### config.mk
export PLATFORM = sky130hd
export DESIGN_NAME = isc_irq_ctrl
export DESIGN_NICKNAME = d
export VERILOG_FILES = /design/src/design/isc_pkg.sv /design/src/design/isc_irq_ctrl.sv /design/src/design/isc_pin_sync.sv
export VERILOG_INCLUDE_DIRS = /design/src /design/src/design
export SDC_FILE = /design/constraint.sdc
export NUM_CORES = 1
export LEC_CHECK = 0
export ABC_CLOCK_PERIOD_IN_PS = 2800
export BUFFER_PORTS_ARGS = -buffer_cell sky130_fd_sc_hd__buf_2
export CORE_MARGIN = 5
export CORE_UTILIZATION = 45
export DETAILED_ROUTE_END_ITERATION = 8
export HOLD_SLACK_MARGIN = 0.12
export PLACE_DENSITY = 0.72
export SYNTH_ARGS = -nofsm -noshare
export SYNTH_HDL_FRONTEND = slang
export SYNTH_HIERARCHICAL = 1
export SYNTH_SLANG_ARGS = --single-unit
### constraint.sdc
create_clock -name aclk -period 2.8 [get_ports aclk]
set_input_delay 0.56 -clock aclk [delete_from_list [all_inputs] [get_ports aclk]]
set_output_delay 0.56 -clock aclk [all_outputs]
set_load 0.03 [all_outputs]
### src/design/isc_consts.svh
`ifndef ISC_CONSTS_SVH
`define ISC_CONSTS_SVH

// ---------------------------------------------------------------
// register byte offsets
// ---------------------------------------------------------------
`define ISC_OFF_CTRL     8'h00
`define ISC_OFF_PFLAG_A  8'h04
`define ISC_OFF_PFLAG_B  8'h08
`define ISC_OFF_PEN_A    8'h0C
`define ISC_OFF_PEN_B    8'h10
`define ISC_OFF_OPTION   8'h14
`define ISC_OFF_CORE     8'h18

// ---------------------------------------------------------------
// control and option register bit positions
// ---------------------------------------------------------------
`define ISC_BIT_PCF      0
`define ISC_BIT_EXF      1
`define ISC_BIT_T0F      2
`define ISC_BIT_PCE      3
`define ISC_BIT_EXE      4
`define ISC_BIT_T0E      5
`define ISC_BIT_PEIE     6
`define ISC_BIT_GIE      7
`define ISC_BIT_EDGE     6

// ---------------------------------------------------------------
// reset values and constants
// ---------------------------------------------------------------
`define ISC_CTRL_RST     8'h00
`define ISC_OPTION_RST   8'hFF
`define ISC_VECTOR       13'h0004

`endif

### src/design/isc_pkg.sv
package isc_pkg;
  typedef enum logic [1:0] {
    ISC_RUN,
    ISC_WAIT,
    ISC_SLEEP
  } isc_state_e;
  typedef logic [7:0] isc_byte_t;
endpackage : isc_pkg

### src/design/isc_irq_ctrl.sv
// Summary of operation
// - nineteen sources, each with its own flag and its own enable bit
// - flags set on their event regardless of own or global enable
// - global enable, control bit 7, permits or blocks all vectoring
// - global enable plus any flag and enable pair requests vector at once; peripheral pairs also need bit 6
// - every reset clears the global enable
// - return-from-interrupt instruction sets the global enable again
// - on entry clear global enable, push return address, vector to 0004h
// - pin and port-change latency to vector is four or five cycles
// - external pin edge: rising when option bit 6 set, else falling
// - valid pin edge sets control bit 1; bit 4 masks it
// - pin interrupt wakes sleep only if enabled; global enable decides whether it then vectors
// - timer0 wrap FFh to 00h sets control bit 2; bit 5 gates it
// - change on port b pins 7 to 4 sets control bit 0, own enable
// - pin, port-change and timer0 flags and enables in control register
// - peripheral flags and enables in two register pairs, one gate bit
// - hardware saves only the return counter on entry
// - enabled flagged source wakes sleep whatever global enable says
`timescale 1ns/100ps
`default_nettype none
`include "isc_consts.svh"
module isc_irq_ctrl
  import isc_pkg::*;
#(
  parameter int PC_W = 13
) (
  // clock and reset
  input  wire logic            aclk,
  input  wire logic            aresetn,
  // axi4-lite write address
  input  wire logic [7:0]      s_axi_awaddr,
  input  wire logic            s_axi_awvalid,
  output logic                 s_axi_awready,
  // axi4-lite write data
  input  wire logic [31:0]     s_axi_wdata,
  input  wire logic [3:0]      s_axi_wstrb,
  input  wire logic            s_axi_wvalid,
  output logic                 s_axi_wready,
  // axi4-lite write response
  output logic [1:0]           s_axi_bresp,
  output logic                 s_axi_bvalid,
  input  wire logic            s_axi_bready,
  // axi4-lite read address
  input  wire logic [7:0]      s_axi_araddr,
  input  wire logic            s_axi_arvalid,
  output logic                 s_axi_arready,
  // axi4-lite read data
  output logic [31:0]          s_axi_rdata,
  output logic [1:0]           s_axi_rresp,
  output logic                 s_axi_rvalid,
  input  wire logic            s_axi_rready,
  // pins and events
  input  wire logic            ext_irq_pin,
  input  wire logic [3:0]      port_b_pins,
  input  wire logic [7:0]      timer0_count,
  input  wire logic [7:0]      periph_evt_a,
  input  wire logic [7:0]      periph_evt_b,
  // core sequencer
  input  wire logic [PC_W-1:0] core_pc,
  input  wire logic            core_sleeping,
  input  wire logic            return_from_irq_instr,
  output logic                 irq_request,
  output logic                 vector_take,
  output logic [PC_W-1:0]      vector_pc,
  output logic                 stack_push,
  output logic [PC_W-1:0]      stack_push_data,
  output logic                 wake_up
);

  // ---------------------------------------------------------------
  // state
  // ---------------------------------------------------------------
  isc_byte_t  interrupt_control_reg;
  isc_byte_t  periph_flag_reg_a;
  isc_byte_t  periph_flag_reg_b;
  isc_byte_t  periph_enable_reg_a;
  isc_byte_t  periph_enable_reg_b;
  isc_byte_t  option_reg;
  isc_byte_t  tmr_prev_reg;
  isc_state_e state_reg;
  isc_state_e state_next;
  logic       vec_reg;
  logic [PC_W-1:0] push_data_reg;
  logic       awv_reg;
  logic       wv_reg;
  logic [7:0] awaddr_reg;
  logic [31:0] wdata_reg;
  logic [3:0] wstrb_reg;
  logic       bvalid_reg;
  logic       rvalid_reg;
  logic [31:0] rdata_reg;

  // ---------------------------------------------------------------
  // pin synchroniser and event detection
  // ---------------------------------------------------------------
  logic [4:0] pin_sync;
  logic [4:0] pin_prev;

  isc_pin_sync #(.WIDTH(5)) u_sync (
    .aclk     (aclk),
    .aresetn  (aresetn),
    .pin_in   ({port_b_pins, ext_irq_pin}),
    .pin_sync (pin_sync),
    .pin_prev (pin_prev)
  );

  wire edge_sel   = option_reg[`ISC_BIT_EDGE];
  wire ext_rise   = pin_sync[0] & ~pin_prev[0];
  wire ext_fall   = ~pin_sync[0] & pin_prev[0];
  wire ext_evt    = edge_sel ? ext_rise : ext_fall;
  wire port_evt   = |(pin_sync[4:1] ^ pin_prev[4:1]);
  wire tmr_evt    = (tmr_prev_reg == 8'hFF) &&
                    (timer0_count == 8'h00);

  // ---------------------------------------------------------------
  // bus write decode
  // ---------------------------------------------------------------
  wire wr_fire  = awv_reg & wv_reg & ~bvalid_reg;
  wire wr_lane0 = wr_fire & wstrb_reg[0];
  wire wr_ctrl  = wr_lane0 && (awaddr_reg == `ISC_OFF_CTRL);
  wire wr_pfa   = wr_lane0 && (awaddr_reg == `ISC_OFF_PFLAG_A);
  wire wr_pfb   = wr_lane0 && (awaddr_reg == `ISC_OFF_PFLAG_B);
  wire wr_pea   = wr_lane0 && (awaddr_reg == `ISC_OFF_PEN_A);
  wire wr_peb   = wr_lane0 && (awaddr_reg == `ISC_OFF_PEN_B);
  wire wr_opt   = wr_lane0 && (awaddr_reg == `ISC_OFF_OPTION);
  wire [7:0] wbyte = wdata_reg[7:0];

  function automatic logic addr_ok(input logic [7:0] a);
    addr_ok = (a == `ISC_OFF_CTRL) || (a == `ISC_OFF_PFLAG_A) ||
              (a == `ISC_OFF_PFLAG_B) || (a == `ISC_OFF_PEN_A) ||
              (a == `ISC_OFF_PEN_B) || (a == `ISC_OFF_OPTION) ||
              (a == `ISC_OFF_CORE);
  endfunction : addr_ok

  // ---------------------------------------------------------------
  // request combination
  // ---------------------------------------------------------------
  wire [7:0] ic = interrupt_control_reg;
  wire core_pend  = (ic[`ISC_BIT_EXF] & ic[`ISC_BIT_EXE]) |
                    (ic[`ISC_BIT_T0F] & ic[`ISC_BIT_T0E]) |
                    (ic[`ISC_BIT_PCF] & ic[`ISC_BIT_PCE]);
  wire per_pend   = ic[`ISC_BIT_PEIE] &
                    (|(periph_flag_reg_a & periph_enable_reg_a) |
                     |(periph_flag_reg_b & periph_enable_reg_b));
  wire any_pend   = core_pend | per_pend;
  wire req        = any_pend & ic[`ISC_BIT_GIE];
  wire take       = (state_reg == ISC_RUN) && !core_sleeping &&
                    req;

  // ---------------------------------------------------------------
  // control register next value
  // ---------------------------------------------------------------
  isc_byte_t ctrl_next;
  always_comb begin
    ctrl_next = wr_ctrl ? wbyte : interrupt_control_reg;
    if (ext_evt)
      ctrl_next[`ISC_BIT_EXF] = 1'b1;
    if (tmr_evt)
      ctrl_next[`ISC_BIT_T0F] = 1'b1;
    if (port_evt)
      ctrl_next[`ISC_BIT_PCF] = 1'b1;
    if (return_from_irq_instr)
      ctrl_next[`ISC_BIT_GIE] = 1'b1;
    if (take)
      ctrl_next[`ISC_BIT_GIE] = 1'b0;
  end

  always_ff @(posedge aclk) begin
    if (!aresetn) begin
      interrupt_control_reg <= `ISC_CTRL_RST;
      option_reg            <= `ISC_OPTION_RST;
      tmr_prev_reg          <= 8'h00;
    end else begin
      interrupt_control_reg <= ctrl_next;
      option_reg            <= wr_opt ? wbyte : option_reg;
      tmr_prev_reg          <= timer0_count;
    end
  end

  // peripheral flags: event set wins over a software clear
  always_ff @(posedge aclk) begin
    if (!aresetn) begin
      periph_flag_reg_a   <= 8'h00;
      periph_flag_reg_b   <= 8'h00;
      periph_enable_reg_a <= 8'h00;
      periph_enable_reg_b <= 8'h00;
    end else begin
      periph_flag_reg_a   <= (wr_pfa ? wbyte : periph_flag_reg_a) |
                             periph_evt_a;
      periph_flag_reg_b   <= (wr_pfb ? wbyte : periph_flag_reg_b) |
                             periph_evt_b;
      periph_enable_reg_a <= wr_pea ? wbyte : periph_enable_reg_a;
      periph_enable_reg_b <= wr_peb ? wbyte : periph_enable_reg_b;
    end
  end

  // ---------------------------------------------------------------
  // vector sequencer
  // ---------------------------------------------------------------
  always_comb begin
    case (state_reg)
      ISC_RUN:   state_next = core_sleeping ? ISC_SLEEP :
                              (take ? ISC_WAIT : ISC_RUN);
      ISC_WAIT:  state_next = ISC_RUN;
      ISC_SLEEP: state_next = !core_sleeping ? ISC_RUN :
                              (any_pend ? ISC_RUN : ISC_SLEEP);
      default:   state_next = ISC_RUN;
    endcase
  end

  always_ff @(posedge aclk) begin
    if (!aresetn) begin
      state_reg     <= ISC_RUN;
      vec_reg       <= 1'b0;
      push_data_reg <= '0;
    end else begin
      state_reg     <= state_next;
      vec_reg       <= take;
      push_data_reg <= take ? core_pc : push_data_reg;
    end
  end

  assign irq_request     = req;
  assign vector_take     = vec_reg;
  assign stack_push      = vec_reg;
  assign stack_push_data = push_data_reg;
  assign vector_pc       = PC_W'(`ISC_VECTOR);
  assign wake_up         = (state_reg == ISC_SLEEP) &
                           any_pend;

  // ---------------------------------------------------------------
  // axi4-lite slave
  // ---------------------------------------------------------------
  assign s_axi_awready = ~awv_reg;
  assign s_axi_wready  = ~wv_reg;
  assign s_axi_arready = ~rvalid_reg;
  assign s_axi_bvalid  = bvalid_reg;
  assign s_axi_rvalid  = rvalid_reg;
  assign s_axi_rdata   = rdata_reg;

  logic [1:0] bresp_reg;
  logic [1:0] rresp_reg;
  assign s_axi_bresp = bresp_reg;
  assign s_axi_rresp = rresp_reg;

  wire rd_fire = s_axi_arvalid & ~rvalid_reg;
  logic [7:0] rd_byte;
  always_comb begin
    case (s_axi_araddr)
      `ISC_OFF_CTRL:    rd_byte = interrupt_control_reg;
      `ISC_OFF_PFLAG_A: rd_byte = periph_flag_reg_a;
      `ISC_OFF_PFLAG_B: rd_byte = periph_flag_reg_b;
      `ISC_OFF_PEN_A:   rd_byte = periph_enable_reg_a;
      `ISC_OFF_PEN_B:   rd_byte = periph_enable_reg_b;
      `ISC_OFF_OPTION:  rd_byte = option_reg;
      `ISC_OFF_CORE:    rd_byte = {5'h00, wake_up, req,
                                   state_reg == ISC_SLEEP};
      default:          rd_byte = 8'h00;
    endcase
  end

  always_ff @(posedge aclk) begin
    if (!aresetn) begin
      awv_reg    <= 1'b0;
      wv_reg     <= 1'b0;
      awaddr_reg <= 8'h00;
      wdata_reg  <= 32'h0000_0000;
      wstrb_reg  <= 4'h0;
      bvalid_reg <= 1'b0;
      bresp_reg  <= 2'b00;
    end else begin
      if (s_axi_awvalid && !awv_reg) begin
        awv_reg    <= 1'b1;
        awaddr_reg <= s_axi_awaddr;
      end else if (wr_fire) begin
        awv_reg <= 1'b0;
      end
      if (s_axi_wvalid && !wv_reg) begin
        wv_reg    <= 1'b1;
        wdata_reg <= s_axi_wdata;
        wstrb_reg <= s_axi_wstrb;
      end else if (wr_fire) begin
        wv_reg <= 1'b0;
      end
      if (wr_fire) begin
        bvalid_reg <= 1'b1;
        bresp_reg  <= addr_ok(awaddr_reg) ? 2'b00 : 2'b10;
      end else if (s_axi_bready) begin
        bvalid_reg <= 1'b0;
      end
    end
  end

  always_ff @(posedge aclk) begin
    if (!aresetn) begin
      rvalid_reg <= 1'b0;
      rdata_reg  <= 32'h0000_0000;
      rresp_reg  <= 2'b00;
    end else if (rd_fire) begin
      rvalid_reg <= 1'b1;
      rdata_reg  <= {24'h00_0000, rd_byte};
      rresp_reg  <= addr_ok(s_axi_araddr) ? 2'b00 : 2'b10;
    end else if (s_axi_rready) begin
      rvalid_reg <= 1'b0;
    end
  end

  // ---------------------------------------------------------------
  // checks
  // ---------------------------------------------------------------
  AST_GIE_RESET: assert property (@(posedge aclk)
    !$past(aresetn) |-> !interrupt_control_reg[`ISC_BIT_GIE])
    else $error("global enable not cleared by reset");
  AST_TAKE_CLEARS_GIE: assert property (@(posedge aclk)
    disable iff (!aresetn) take |=> !interrupt_control_reg[`ISC_BIT_GIE]
      && stack_push && vector_pc == PC_W'(`ISC_VECTOR))
    else $error("vector entry did not clear enable and push");
  AST_RETURN_SETS_GIE: assert property (@(posedge aclk)
    disable iff (!aresetn) return_from_irq_instr && !take
      |=> interrupt_control_reg[`ISC_BIT_GIE])
    else $error("return did not set global enable");
  AST_NO_REQ_WITHOUT_GIE: assert property (@(posedge aclk)
    disable iff (!aresetn) !interrupt_control_reg[`ISC_BIT_GIE]
      |-> !irq_request && !take)
    else $error("request with global enable clear");
  AST_REQ_IMMEDIATE: assert property (@(posedge aclk)
    disable iff (!aresetn) interrupt_control_reg[`ISC_BIT_GIE] && any_pend
      && state_reg == ISC_RUN && !core_sleeping |-> irq_request
      ##1 vector_take)
    else $error("request not raised at once");
  AST_EXT_FLAG: assert property (@(posedge aclk)
    disable iff (!aresetn) ext_evt |=> interrupt_control_reg[`ISC_BIT_EXF])
    else $error("pin edge did not set its flag");
  AST_TMR_FLAG: assert property (@(posedge aclk)
    disable iff (!aresetn) timer0_count == 8'h00 && $past(timer0_count)
      == 8'hFF |=> interrupt_control_reg[`ISC_BIT_T0F])
    else $error("timer0 wrap did not set its flag");
  AST_PORT_FLAG: assert property (@(posedge aclk)
    disable iff (!aresetn) port_evt |=> interrupt_control_reg[`ISC_BIT_PCF])
    else $error("port change did not set its flag");
  AST_LATENCY: assert property (@(posedge aclk)
    disable iff (!aresetn) ext_evt && ic[`ISC_BIT_EXE] &&
      ic[`ISC_BIT_GIE] && !wr_ctrl && state_reg == ISC_RUN &&
      !core_sleeping |-> ##[1:2] vector_take)
    else $error("vector latency out of range");
  AST_WAKE: assert property (@(posedge aclk)
    disable iff (!aresetn) state_reg == ISC_SLEEP && core_sleeping &&
      any_pend |=> state_reg == ISC_RUN)
    else $error("enabled flag did not wake from sleep");

endmodule : isc_irq_ctrl
`default_nettype wire

### src/design/isc_pin_sync.sv
`timescale 1ns/100ps
`default_nettype none
module isc_pin_sync #(
  parameter int WIDTH = 5
) (
  // clock and reset
  input  wire logic             aclk,
  input  wire logic             aresetn,
  // pins
  input  wire logic [WIDTH-1:0] pin_in,
  output logic      [WIDTH-1:0] pin_sync,
  output logic      [WIDTH-1:0] pin_prev
);
  logic [WIDTH-1:0] meta_reg;
  logic [WIDTH-1:0] sync_reg;
  logic [WIDTH-1:0] prev_reg;
  logic [2:0]       fill_reg;

  always_ff @(posedge aclk) begin
    if (!aresetn) begin
      meta_reg <= '0;
      sync_reg <= '0;
      prev_reg <= '0;
      fill_reg <= 3'h0;
    end else begin
      meta_reg <= pin_in;
      sync_reg <= meta_reg;
      prev_reg <= sync_reg;
      fill_reg <= {fill_reg[1:0], 1'b1};
    end
  end

  // no false edge while the chain still holds reset values
  assign pin_sync = sync_reg;
  assign pin_prev = fill_reg[2] ? prev_reg : sync_reg;
endmodule : isc_pin_sync
`default_nettype wire

==> flow_summary.yaml, run 1 <==
drt:
  antenna_left: 0
  vias: 4108
  wl_per_cell_um: 15.3
  initialDrtViolationCount: 206
  drtPass1Iterations: 5
  viasPerCell: 5.06
  drc_errors: 0
  routed_wl_um: 12500
final_layout:
  drive_gt1_frac: 0.272
  fin_cells: 812
  final_core_util: 0.547
  layout.nets: 755
  antenna_cells: 0
  syn_to_final_growth_pct: 20.1
  post-route-cell-area_um2: 6540
  largest_reg_flops: 13
setup_path:
  worstSetupPathType: "reg -> out"
  worstPathMaxFanout: 5
  worstSetupStartpoint: "periph_flag_reg_a[1]$_SDFF_PN0_"
  r2r_start: "wv_reg$_SDFFE_PN0P_"
  cp.required_ns: 2.24
  cp.arrival_ns: 1.97
  endpoint_kind: "output port"
  cp-start-kind: "flip-flop"
floorplanning:
  die-area_um2: 14400
  die_h_um: 120
  die_w_um: 120
  std_cell_rows: 40
  design.core.area_um2: 12000
  initial_core_util: 0.455
  ios: 174
timing:
  finalHoldViolCount: 0
  fmax_mhz: 395
  slew_violations: 0
  rsz0062_at_grt: "no"
  fin_worst_skew_ns: 0.00875
  worstMarginPinSlew_ns: 0.707
  finalSetupViolations: 0
  min_period_ns: 2.53
  fin_tns_setup_ns: 0
  period_share: 0.903
  slew_headroom: 0.525
cts:
  cts_buffers: 17
  clock-sinks: 121
  cts_tree: "built"
  cts.path.max_buffers: 2
  root_buffer: "clkbuf_16"
  hold_buffers: 0
  cts.htree.levels: 4
  clk_latency_ns: 0.41
  clkTransAtPathRegs_ns: 0.05
logic_synthesis:
  ys_ff_latch: 121
  ys_seq_area_frac: 0.445
  avgSynthCellArea_um2: 9.97
  ys.flop_type: "dfxtp_1"
  synthCells: 546
  synth_edf_count: 0
  async_flop_share: 0
  yosysUniqueCellTypes: 51
  syn_area_um2: 5450
  yosys_warnings: 6
global_routing:
  grt_pass1_wl_um: 20300
  track_usage: 0.177
  grt_pass1_vias: 4120
  gr-total-overflow: 0
  antenna_found_initial: 0
  grt_start_max_net_pins: 66
status:
  status: "finished, final reports clean"
worst_hold_path:
  min-delay-start: "port_b_pins[1]"
  hp-class: "in -> reg"
power:
  p_leak_uw: 0.00278
  power_density_nw_per_um2: 654
  totalPowerFinal_uw: 4270
  ir_drop_v: 0.000496
placement:
  hpwl_um: 9170
  dp.cells: 780
  routabilityCongestion: 0.881
  port_buffers: 107
  place_area_um2: 5970
run:
  cap_violations: 0
report_power, final:
| part | total (uW) | internal, uW | switching, uW |
|---|---|---|---|
| clock network | 2080 | 1350 | 734 |
| logic | 354 | 142 | 212 |
| registers | 1840 | 1780 | 55.9 |
| total | 4270 | 3270 | 1000 |
logic make-up (layout without fill, tap and decap cells):
| group | Yosys count | after routing | share of synthesized area |
|---|---|---|---|
| AO/OA/AOI/OAI | 80 | 80 | 0.108 |
| flip-flops | 121 | 121 | 0.445 |
| multiplexers | 87 | 87 | 0.175 |
| buffers and inverters | 75 | 157 | 0.0836 |
| AND/OR/NAND/NOR | 177 | 177 | 0.181 |
| XOR/XNOR | 4 | 4 | 0.00643 |
| other | 2 | 39 | 0.00138 |
cells in the mapped netlist, drive strengths merged, types with 3 or more instances:
cell type	number	share of area
clkbuf	17	0.012
inv	7	0.0048
o21ai	8	0.0074
nand3	4	0.0060
mux2i	56	0.10
a21o	4	0.0055
nor2b	37	0.043
a22o	4	0.0064
a31oi	3	0.0034
nor4	6	0.015
a22oi	5	0.0069
nand2	67	0.046
nand4	3	0.0034
nor2	11	0.0076
buf	51	0.067
a221oi	5	0.0080
dfxtp	121	0.44
xor2	4	0.0064
and2	30	0.034
nor3	7	0.0083
a21oi	7	0.0064
o21a	18	0.025
mux2	30	0.068
a32oi	3	0.0048
nor3b	3	0.0041
a21boi	12	0.017
cell type report:
| cell class | count | area, um2 |
|---|---|---|
| clock inverters | 9 | 97.6 |
| well taps | 147 | 184 |
| flip-flops and latches | 121 | 2420 |
| multi-input cells | 387 | 2720 |
| inverters | 7 | 26.3 |
| repair buffers | 118 | 621 |
| clock buffers | 23 | 468 |
| fillers | 1066 | 5420 |
worst max-delay path, stage by stage, from the launching register on:
cell,delay (ns)
dfxtp_1,0.33
a22o_1,0.27
a221oi_1,0.21
and4_1,0.22
o21ai_1,0.14
and2_1,0.22
buf_2,0.18
cell usage in the layout, fill, tap and decap left out, types with 4 or more instances in the layout:
cell | synthesis | routed
clkbuf_1 | 17 | 4
nor2b_1 | 37 | 37
nand2_1 | 67 | 67
conb_1 | 2 | 39
nor2_1 | 11 | 11
clkinv_2 | 0 | 6
xor2_1 | 4 | 4
o21ai_0 | 8 | 7
inv_1 | 7 | 7
buf_2 | 4 | 106
a21boi_0 | 12 | 12
a22oi_1 | 5 | 5
mux2_1 | 5 | 5
mux2i_1 | 56 | 56
a221oi_1 | 5 | 4
dfxtp_1 | 121 | 121
mux2_4 | 8 | 8
a22o_1 | 4 | 4
and2_1 | 30 | 30
mux2_2 | 17 | 17
buf_4 | 41 | 12
nor3_1 | 5 | 5
a21oi_1 | 7 | 7
o21a_1 | 18 | 18
clkbuf_16 | 0 | 17
a21o_1 | 4 | 4
per-stage QoR:
step / hold WS, ns / setup slack (ns)
CTS: 0.339 / 0.0356
finish: 0.355 / 0.270
detailed placement: 0.417 / 0.486
global placement: 0.413 / 0.487
global route: 0.342 / 0.176
floorplan: 0.412 / 0.683
routing by layer:
metal / GRT usage / wire length, um
met1: 0.207 / 5070
met2: 0.309 / 6410
met3: 0.0518 / 838
met4: 0.0573 / 137
met5: 0 / 0
worst paths after layout:
path	endpoint	slack, ns	cells past startpoint
max	wake_up	0.27	6
min	u_sync/meta_reg[2]$_SDFF_PN0_	0.36	2
max reg2reg	periph_flag_reg_b[0]$_SDFF_PN0_	0.59	6
min reg2reg	u_sync/fill_reg[2]$_SDFF_PN0_	0.43	1
repair_timing:
action	in CTS	in global routing
setup endpoints to repair	0	2
resized for setup	0	2
buffers inserted	0	0
Note: power is estimated with default switching activity, not from simulation.
==> run 2: changes to the inputs <==
--- a/config.mk
+++ b/config.mk
@@ -13,6 +13,7 @@
 export DETAILED_ROUTE_END_ITERATION = 8
 export HOLD_SLACK_MARGIN = 0.12
 export PLACE_DENSITY = 0.72
+export SETUP_SLACK_MARGIN = 0.4
 export SYNTH_ARGS = -nofsm -noshare
 export SYNTH_HDL_FRONTEND = slang
 export SYNTH_HIERARCHICAL = 1
==> flow_summary.yaml, run 2 (synthesis results as in run 1) <==
final_layout:
  multi_input_area_um2: 2750
  final_core_util: 0.551
  drive_gt1_frac: 0.283
  antenna_cells: 0
  syn_to_final_growth_pct: 21.1
  post-route-cell-area_um2: 6600
  layout_commonest_cell: "dfxtp_1"
  largest_reg_flops: 13
  layout_common_cells: "dfxtp_1, buf_2, nand2_1"
  num-fill-cells: 1064
  layout.nets: 757
  seq_area_um2: 2420
power:
  combinationalPowerShare: 0.083
  clkPwrFrac: 0.487
  p_leak_uw: 0.00280
  sw_frac_of_total: 0.235
  intPower_uw: 3270
  power_density_nw_per_um2: 649
  seq_power_share: 0.430
  power_switching_uw: 1010
  ir_drop_v: 0.000496
worst_hold_path:
  min_path_cells: 2
  min-delay-start: "port_b_pins[1]"
  holdPathEnd: "u_sync/meta_reg[2]$_SDFF_PN0_"
  hp-class: "in -> reg"
floorplanning:
  initial_core_util: 0.455
  die_h_um: 120
  std_cell_rows: 40
  design.core.area_um2: 12000
  die-area_um2: 14400
  ios: 174
  die_w_um: 120
setup_path:
  timing.rr.end: "periph_flag_reg_b[1]$_SDFF_PN0_"
  endpoint_kind: "output port"
  crit_buf_inv: 1
  critical_path.slowest_cell: "dfxtp_2"
  crit_chain: "a22o_1 > a221oi_2 > and4_1 > o21ai_4 > and2_4 > buf_6"
  crit_family: "compound AO/OA/AOI/OAI gates"
  worstSetupPathType: "reg -> out"
  worstPathMaxFanout: 5
  rr_worst_depth: 6
  cp.required_ns: 2.24
  r2r_start: "wv_reg$_SDFFE_PN0P_"
  cp.arrival_ns: 1.85
  cp-start-kind: "flip-flop"
  r2r_slack_ns: 0.59
  max_stage_delay_ns: 0.32
timing:
  fin_hold_ws_ns: 0.355
  slew_violations: 0
  final.setup.worst_slack_ns: 0.391
  period_share: 0.860
  min_period_ns: 2.41
  finalHoldViolCount: 0
  finalSetupViolations: 0
  fin_tns_setup_ns: 0
  slew_headroom: 0.511
  fin_worst_skew_ns: 0.00980
  rsz0062_at_grt: "yes"
  worstMarginPinSlew_ns: 0.728
  fmax_mhz: 415
global_routing:
  antenna_found_initial: 0
  grt_start_max_net_pins: 66
  grt_pass1_vias: 4130
  grt_pass1_wl_um: 20400
  track_usage: 0.177
  gr-total-overflow: 0
cts:
  clock-sinks: 121
  clkTransAtPathRegs_ns: 0.05
  cts_buffers: 17
  root_buffer: "clkbuf_16"
  clk_latency_ns: 0.41
  cts.htree.levels: 4
  cts_tree: "built"
  hold_buffers: 0
  cts.path.max_buffers: 2
placement:
  port_buffers: 107
  routabilityCongestion: 0.881
  place_area_um2: 5970
  hpwl_um: 9170
  place_ws_ns: 0.486
drt:
  drtPass1Iterations: 5
  wl_per_cell_um: 15.3
  drc_errors: 0
  viasPerCell: 5.05
  antenna_left: 0
  routed_wl_um: 12500
  vias: 4109
  initialDrtViolationCount: 192
status:
  status: "finished, final reports clean"
run:
  cap_violations: 0
-- run 2: power by group through the flow --
stage                     Combinational, uW  Sequential (uW)  Clock (uW)
after global placement                  346             1870           0
after detailed placement                355             1870           0
after CTS                               359             1840        2120
after floorplan                         302             1860           0
final                                   356             1840        2080
after global routing                    392             1850        2200
-- run 2: cell type report --
class	instances	share of cell area
Clock inverter	9	0.0148
Tap cell	147	0.0279
Clock buffer	23	0.0710
Timing Repair Buffer	120	0.0983
Inverter	7	0.00398
Multi-Input combinational cell	387	0.417
Sequential cell	121	0.367
-- run 2: worst max-delay path by stage --
| stage | startpoint | endpoint | slack (ns) | cells past startpoint |
|---|---|---|---|---|
| 2_1_floorplan | s_axi_bvalid$_SDFFE_PN0P_ | periph_flag_reg_a[0]$_SDFF_PN0_ | 0.68 | 7 |
| 3_3_place_gp | periph_flag_reg_a[5]$_SDFF_PN0_ | wake_up | 0.49 | 6 |
| 3_5_place_dp | periph_flag_reg_a[5]$_SDFF_PN0_ | wake_up | 0.49 | 6 |
| 4_1_cts | periph_flag_reg_a[5]$_SDFF_PN0_ | wake_up | 0.37 | 6 |
| 5_1_grt | periph_flag_reg_a[5]$_SDFF_PN0_ | wake_up | 0.34 | 6 |
| 6_report | periph_flag_reg_a[5]$_SDFF_PN0_ | wake_up | 0.39 | 6 |
-- run 2: routing by layer --
| layer | global-route usage | vias up | wire length [um] |
|---|---|---|---|
| met5 | 0 | - | 0 |
| met4 | 0.0544 | 0 | 129 |
| met3 | 0.0476 | 12 | 702 |
| met2 | 0.313 | 118 | 6420 |
| met1 | 0.209 | 1952 | 5230 |
| li1 | - | 2027 | - |
-- run 2: through the flow --
stage | total power (uW) | std cells
2_1_floorplan | 2160 | 583
3_3_place_gp | 2220 | 780
3_5_place_dp | 2230 | 780
4_1_cts | 4320 | 814
5_1_grt | 4440 | 814
6_report | 4280 | 814
-- run 2: timing repair --
action / CTS / global route
setup buffers: 2 / 0
gates resized for setup: 13 / 0
endpoints found under the setup margin: 2 / 2
pin swaps: 3 / 1
==> run 3: changes to the inputs <==
--- a/config.mk
+++ b/config.mk
@@ -13,6 +13,7 @@
 export DETAILED_ROUTE_END_ITERATION = 8
 export HOLD_SLACK_MARGIN = 0.12
 export PLACE_DENSITY = 0.72
+export RECOVER_POWER = 100
 export SETUP_SLACK_MARGIN = 0.4
 export SYNTH_ARGS = -nofsm -noshare
 export SYNTH_HDL_FRONTEND = slang
==> flow_summary.yaml, run 3 (synthesis results as in run 1) <==
status:
  status: "finished, final reports clean"
floorplanning:
  std_cell_rows: 40
  die_w_um: 120
  initial_core_util: 0.455
  die_h_um: 120
  design.core.area_um2: 12000
  die-area_um2: 14400
  ios: 174
worst_hold_path:
  holdPathEnd: "u_sync/meta_reg[2]$_SDFF_PN0_"
  min-delay-start: "port_b_pins[1]"
  hp-class: "in -> reg"
  min_path_cells: 2
global_routing:
  grt_pass1_vias: 4130
  gr-total-overflow: 0
  grt_start_max_net_pins: 66
  antenna_found_initial: 0
  track_usage: 0.177
  grt_pass1_wl_um: 20400
timing:
  worstMarginPinSlew_ns: 1.09
  min_period_ns: 2.53
  slew_violations: 0
  period_share: 0.903
  fmax_mhz: 395
  fin_tns_setup_ns: 0
  finalSetupViolations: 0
  finalHoldViolCount: 0
  rsz0062_at_grt: "yes"
  fin_worst_skew_ns: 0.0102
  final.setup.worst_slack_ns: 0.271
  slew_headroom: 0.273
cts:
  cts_buffers: 17
  cts.path.max_buffers: 2
  cts_tree: "built"
  hold_buffers: 0
  clock-sinks: 121
  clkTransAtPathRegs_ns: 0.06
  cts.htree.levels: 4
  root_buffer: "clkbuf_16"
  clk_latency_ns: 0.41
power:
  power_density_nw_per_um2: 661
  ir_drop_v: 0.000495
  p_leak_uw: 0.00260
  totalPowerFinal_uw: 4270
drt:
  vias: 4130
  antenna_left: 0
  wl_per_cell_um: 15.4
  drc_errors: 0
  initialDrtViolationCount: 227
  viasPerCell: 5.07
  routed_wl_um: 12500
  drtPass1Iterations: 4
final_layout:
  drive_gt1_frac: 0.211
  layout_commonest_cell: "dfxtp_1"
  post-route-cell-area_um2: 6460
  syn_to_final_growth_pct: 18.6
  num-fill-cells: 1096
  antenna_cells: 0
  layout.nets: 757
  layout_common_cells: "dfxtp_1, buf_2, nand2_1"
  largest_reg_flops: 13
placement:
  routabilityCongestion: 0.881
  place_ws_ns: 0.486
  place_area_um2: 5970
  hpwl_um: 9170
  port_buffers: 107
setup_path:
  cp.required_ns: 2.24
  cp-start-kind: "flip-flop"
  worstPathMaxFanout: 5
  r2r_start: "awv_reg$_SDFFE_PN0P_"
  endpoint_kind: "output port"
  rr_worst_depth: 5
  worstSetupPathType: "reg -> out"
  r2r_slack_ns: 0.30
  cp.arrival_ns: 1.97
  timing.rr.end: "periph_flag_reg_a[7]$_SDFF_PN0_"
run:
  cap_violations: 0
-- run 3: cell types whose count changed in the layout (fill, tap and decap cells not counted), sizes merged --
| cell | previous run | this run |
|---|---|---|
| buf | 120 | 81 |
| clkbuf | 23 | 62 |
-- run 3: timing repair --
| item | 4_1_cts | 5_1_grt |
|---|---|---|
| gates resized for setup | 13 | 0 |
| buffers inserted | 2 | 0 |
| pin swaps | 3 | 1 |
| endpoints found under the setup margin | 2 | 2 |
-- run 3: where the power goes --
group,switching [uW],total [uW],internal [uW]
Combinational,209,345,135
Clock,740,2090,1350
Sequential,54.3,1840,1780
-- run 3: through the flow --
| stage | instances | util | hold slack, ns |
|---|---|---|---|
| after CTS | 814 | 0.551 | 0.339 |
| final | 814 | 0.540 | 0.354 |
| after detailed placement | 780 | 0.499 | 0.417 |
| after global placement | 780 | 0.499 | 0.413 |
| after global routing | 814 | 0.540 | 0.344 |
| after floorplan | 583 | - | 0.412 |
-- run 3: worst max-delay path by stage --
stage	from	depth (start not counted)	slack, ns	to
after CTS	periph_flag_reg_a[5]$_SDFF_PN0_	6	0.37	wake_up
after detailed placement	periph_flag_reg_a[5]$_SDFF_PN0_	6	0.49	wake_up
after global routing	aresetn	4	0.18	s_axi_bresp[1]$_SDFFE_PN0P_
after global placement	periph_flag_reg_a[5]$_SDFF_PN0_	6	0.49	wake_up
final	periph_flag_reg_a[5]$_SDFF_PN0_	6	0.27	wake_up
after floorplan	s_axi_bvalid$_SDFFE_PN0P_	7	0.68	periph_flag_reg_a[0]$_SDFF_PN0_
-- run 3: metal layers --
layer,global-route usage,part of all wire,vias to the layer above
met3,0.0476,0.061,15
met2,0.313,0.52,134
met1,0.209,0.41,1956
li1,-,-,2025
met5,0,0,-
met4,0.0544,0.012,0
-- run 3: final cells by class --
cell class              instances  area [um2]  share of cell area
inverters                       7        26.3             0.00407
clock inverters                 9        97.6              0.0151
flip-flops and latches        121        2420               0.375
repair buffers                120         582              0.0901
well taps                     147         184              0.0285
clock buffers                  23         468              0.0725
multi-input cells             387        2680               0.414
-- run 3: critical path, cell delays in order, from the launching register on --
cell and delay [ns]:
dfxtp_2 0.32, a22o_1 0.22, a221oi_1 0.30, and4_1 0.29, o21ai_4 0.08, and2_0 0.20
buf_6 0.15
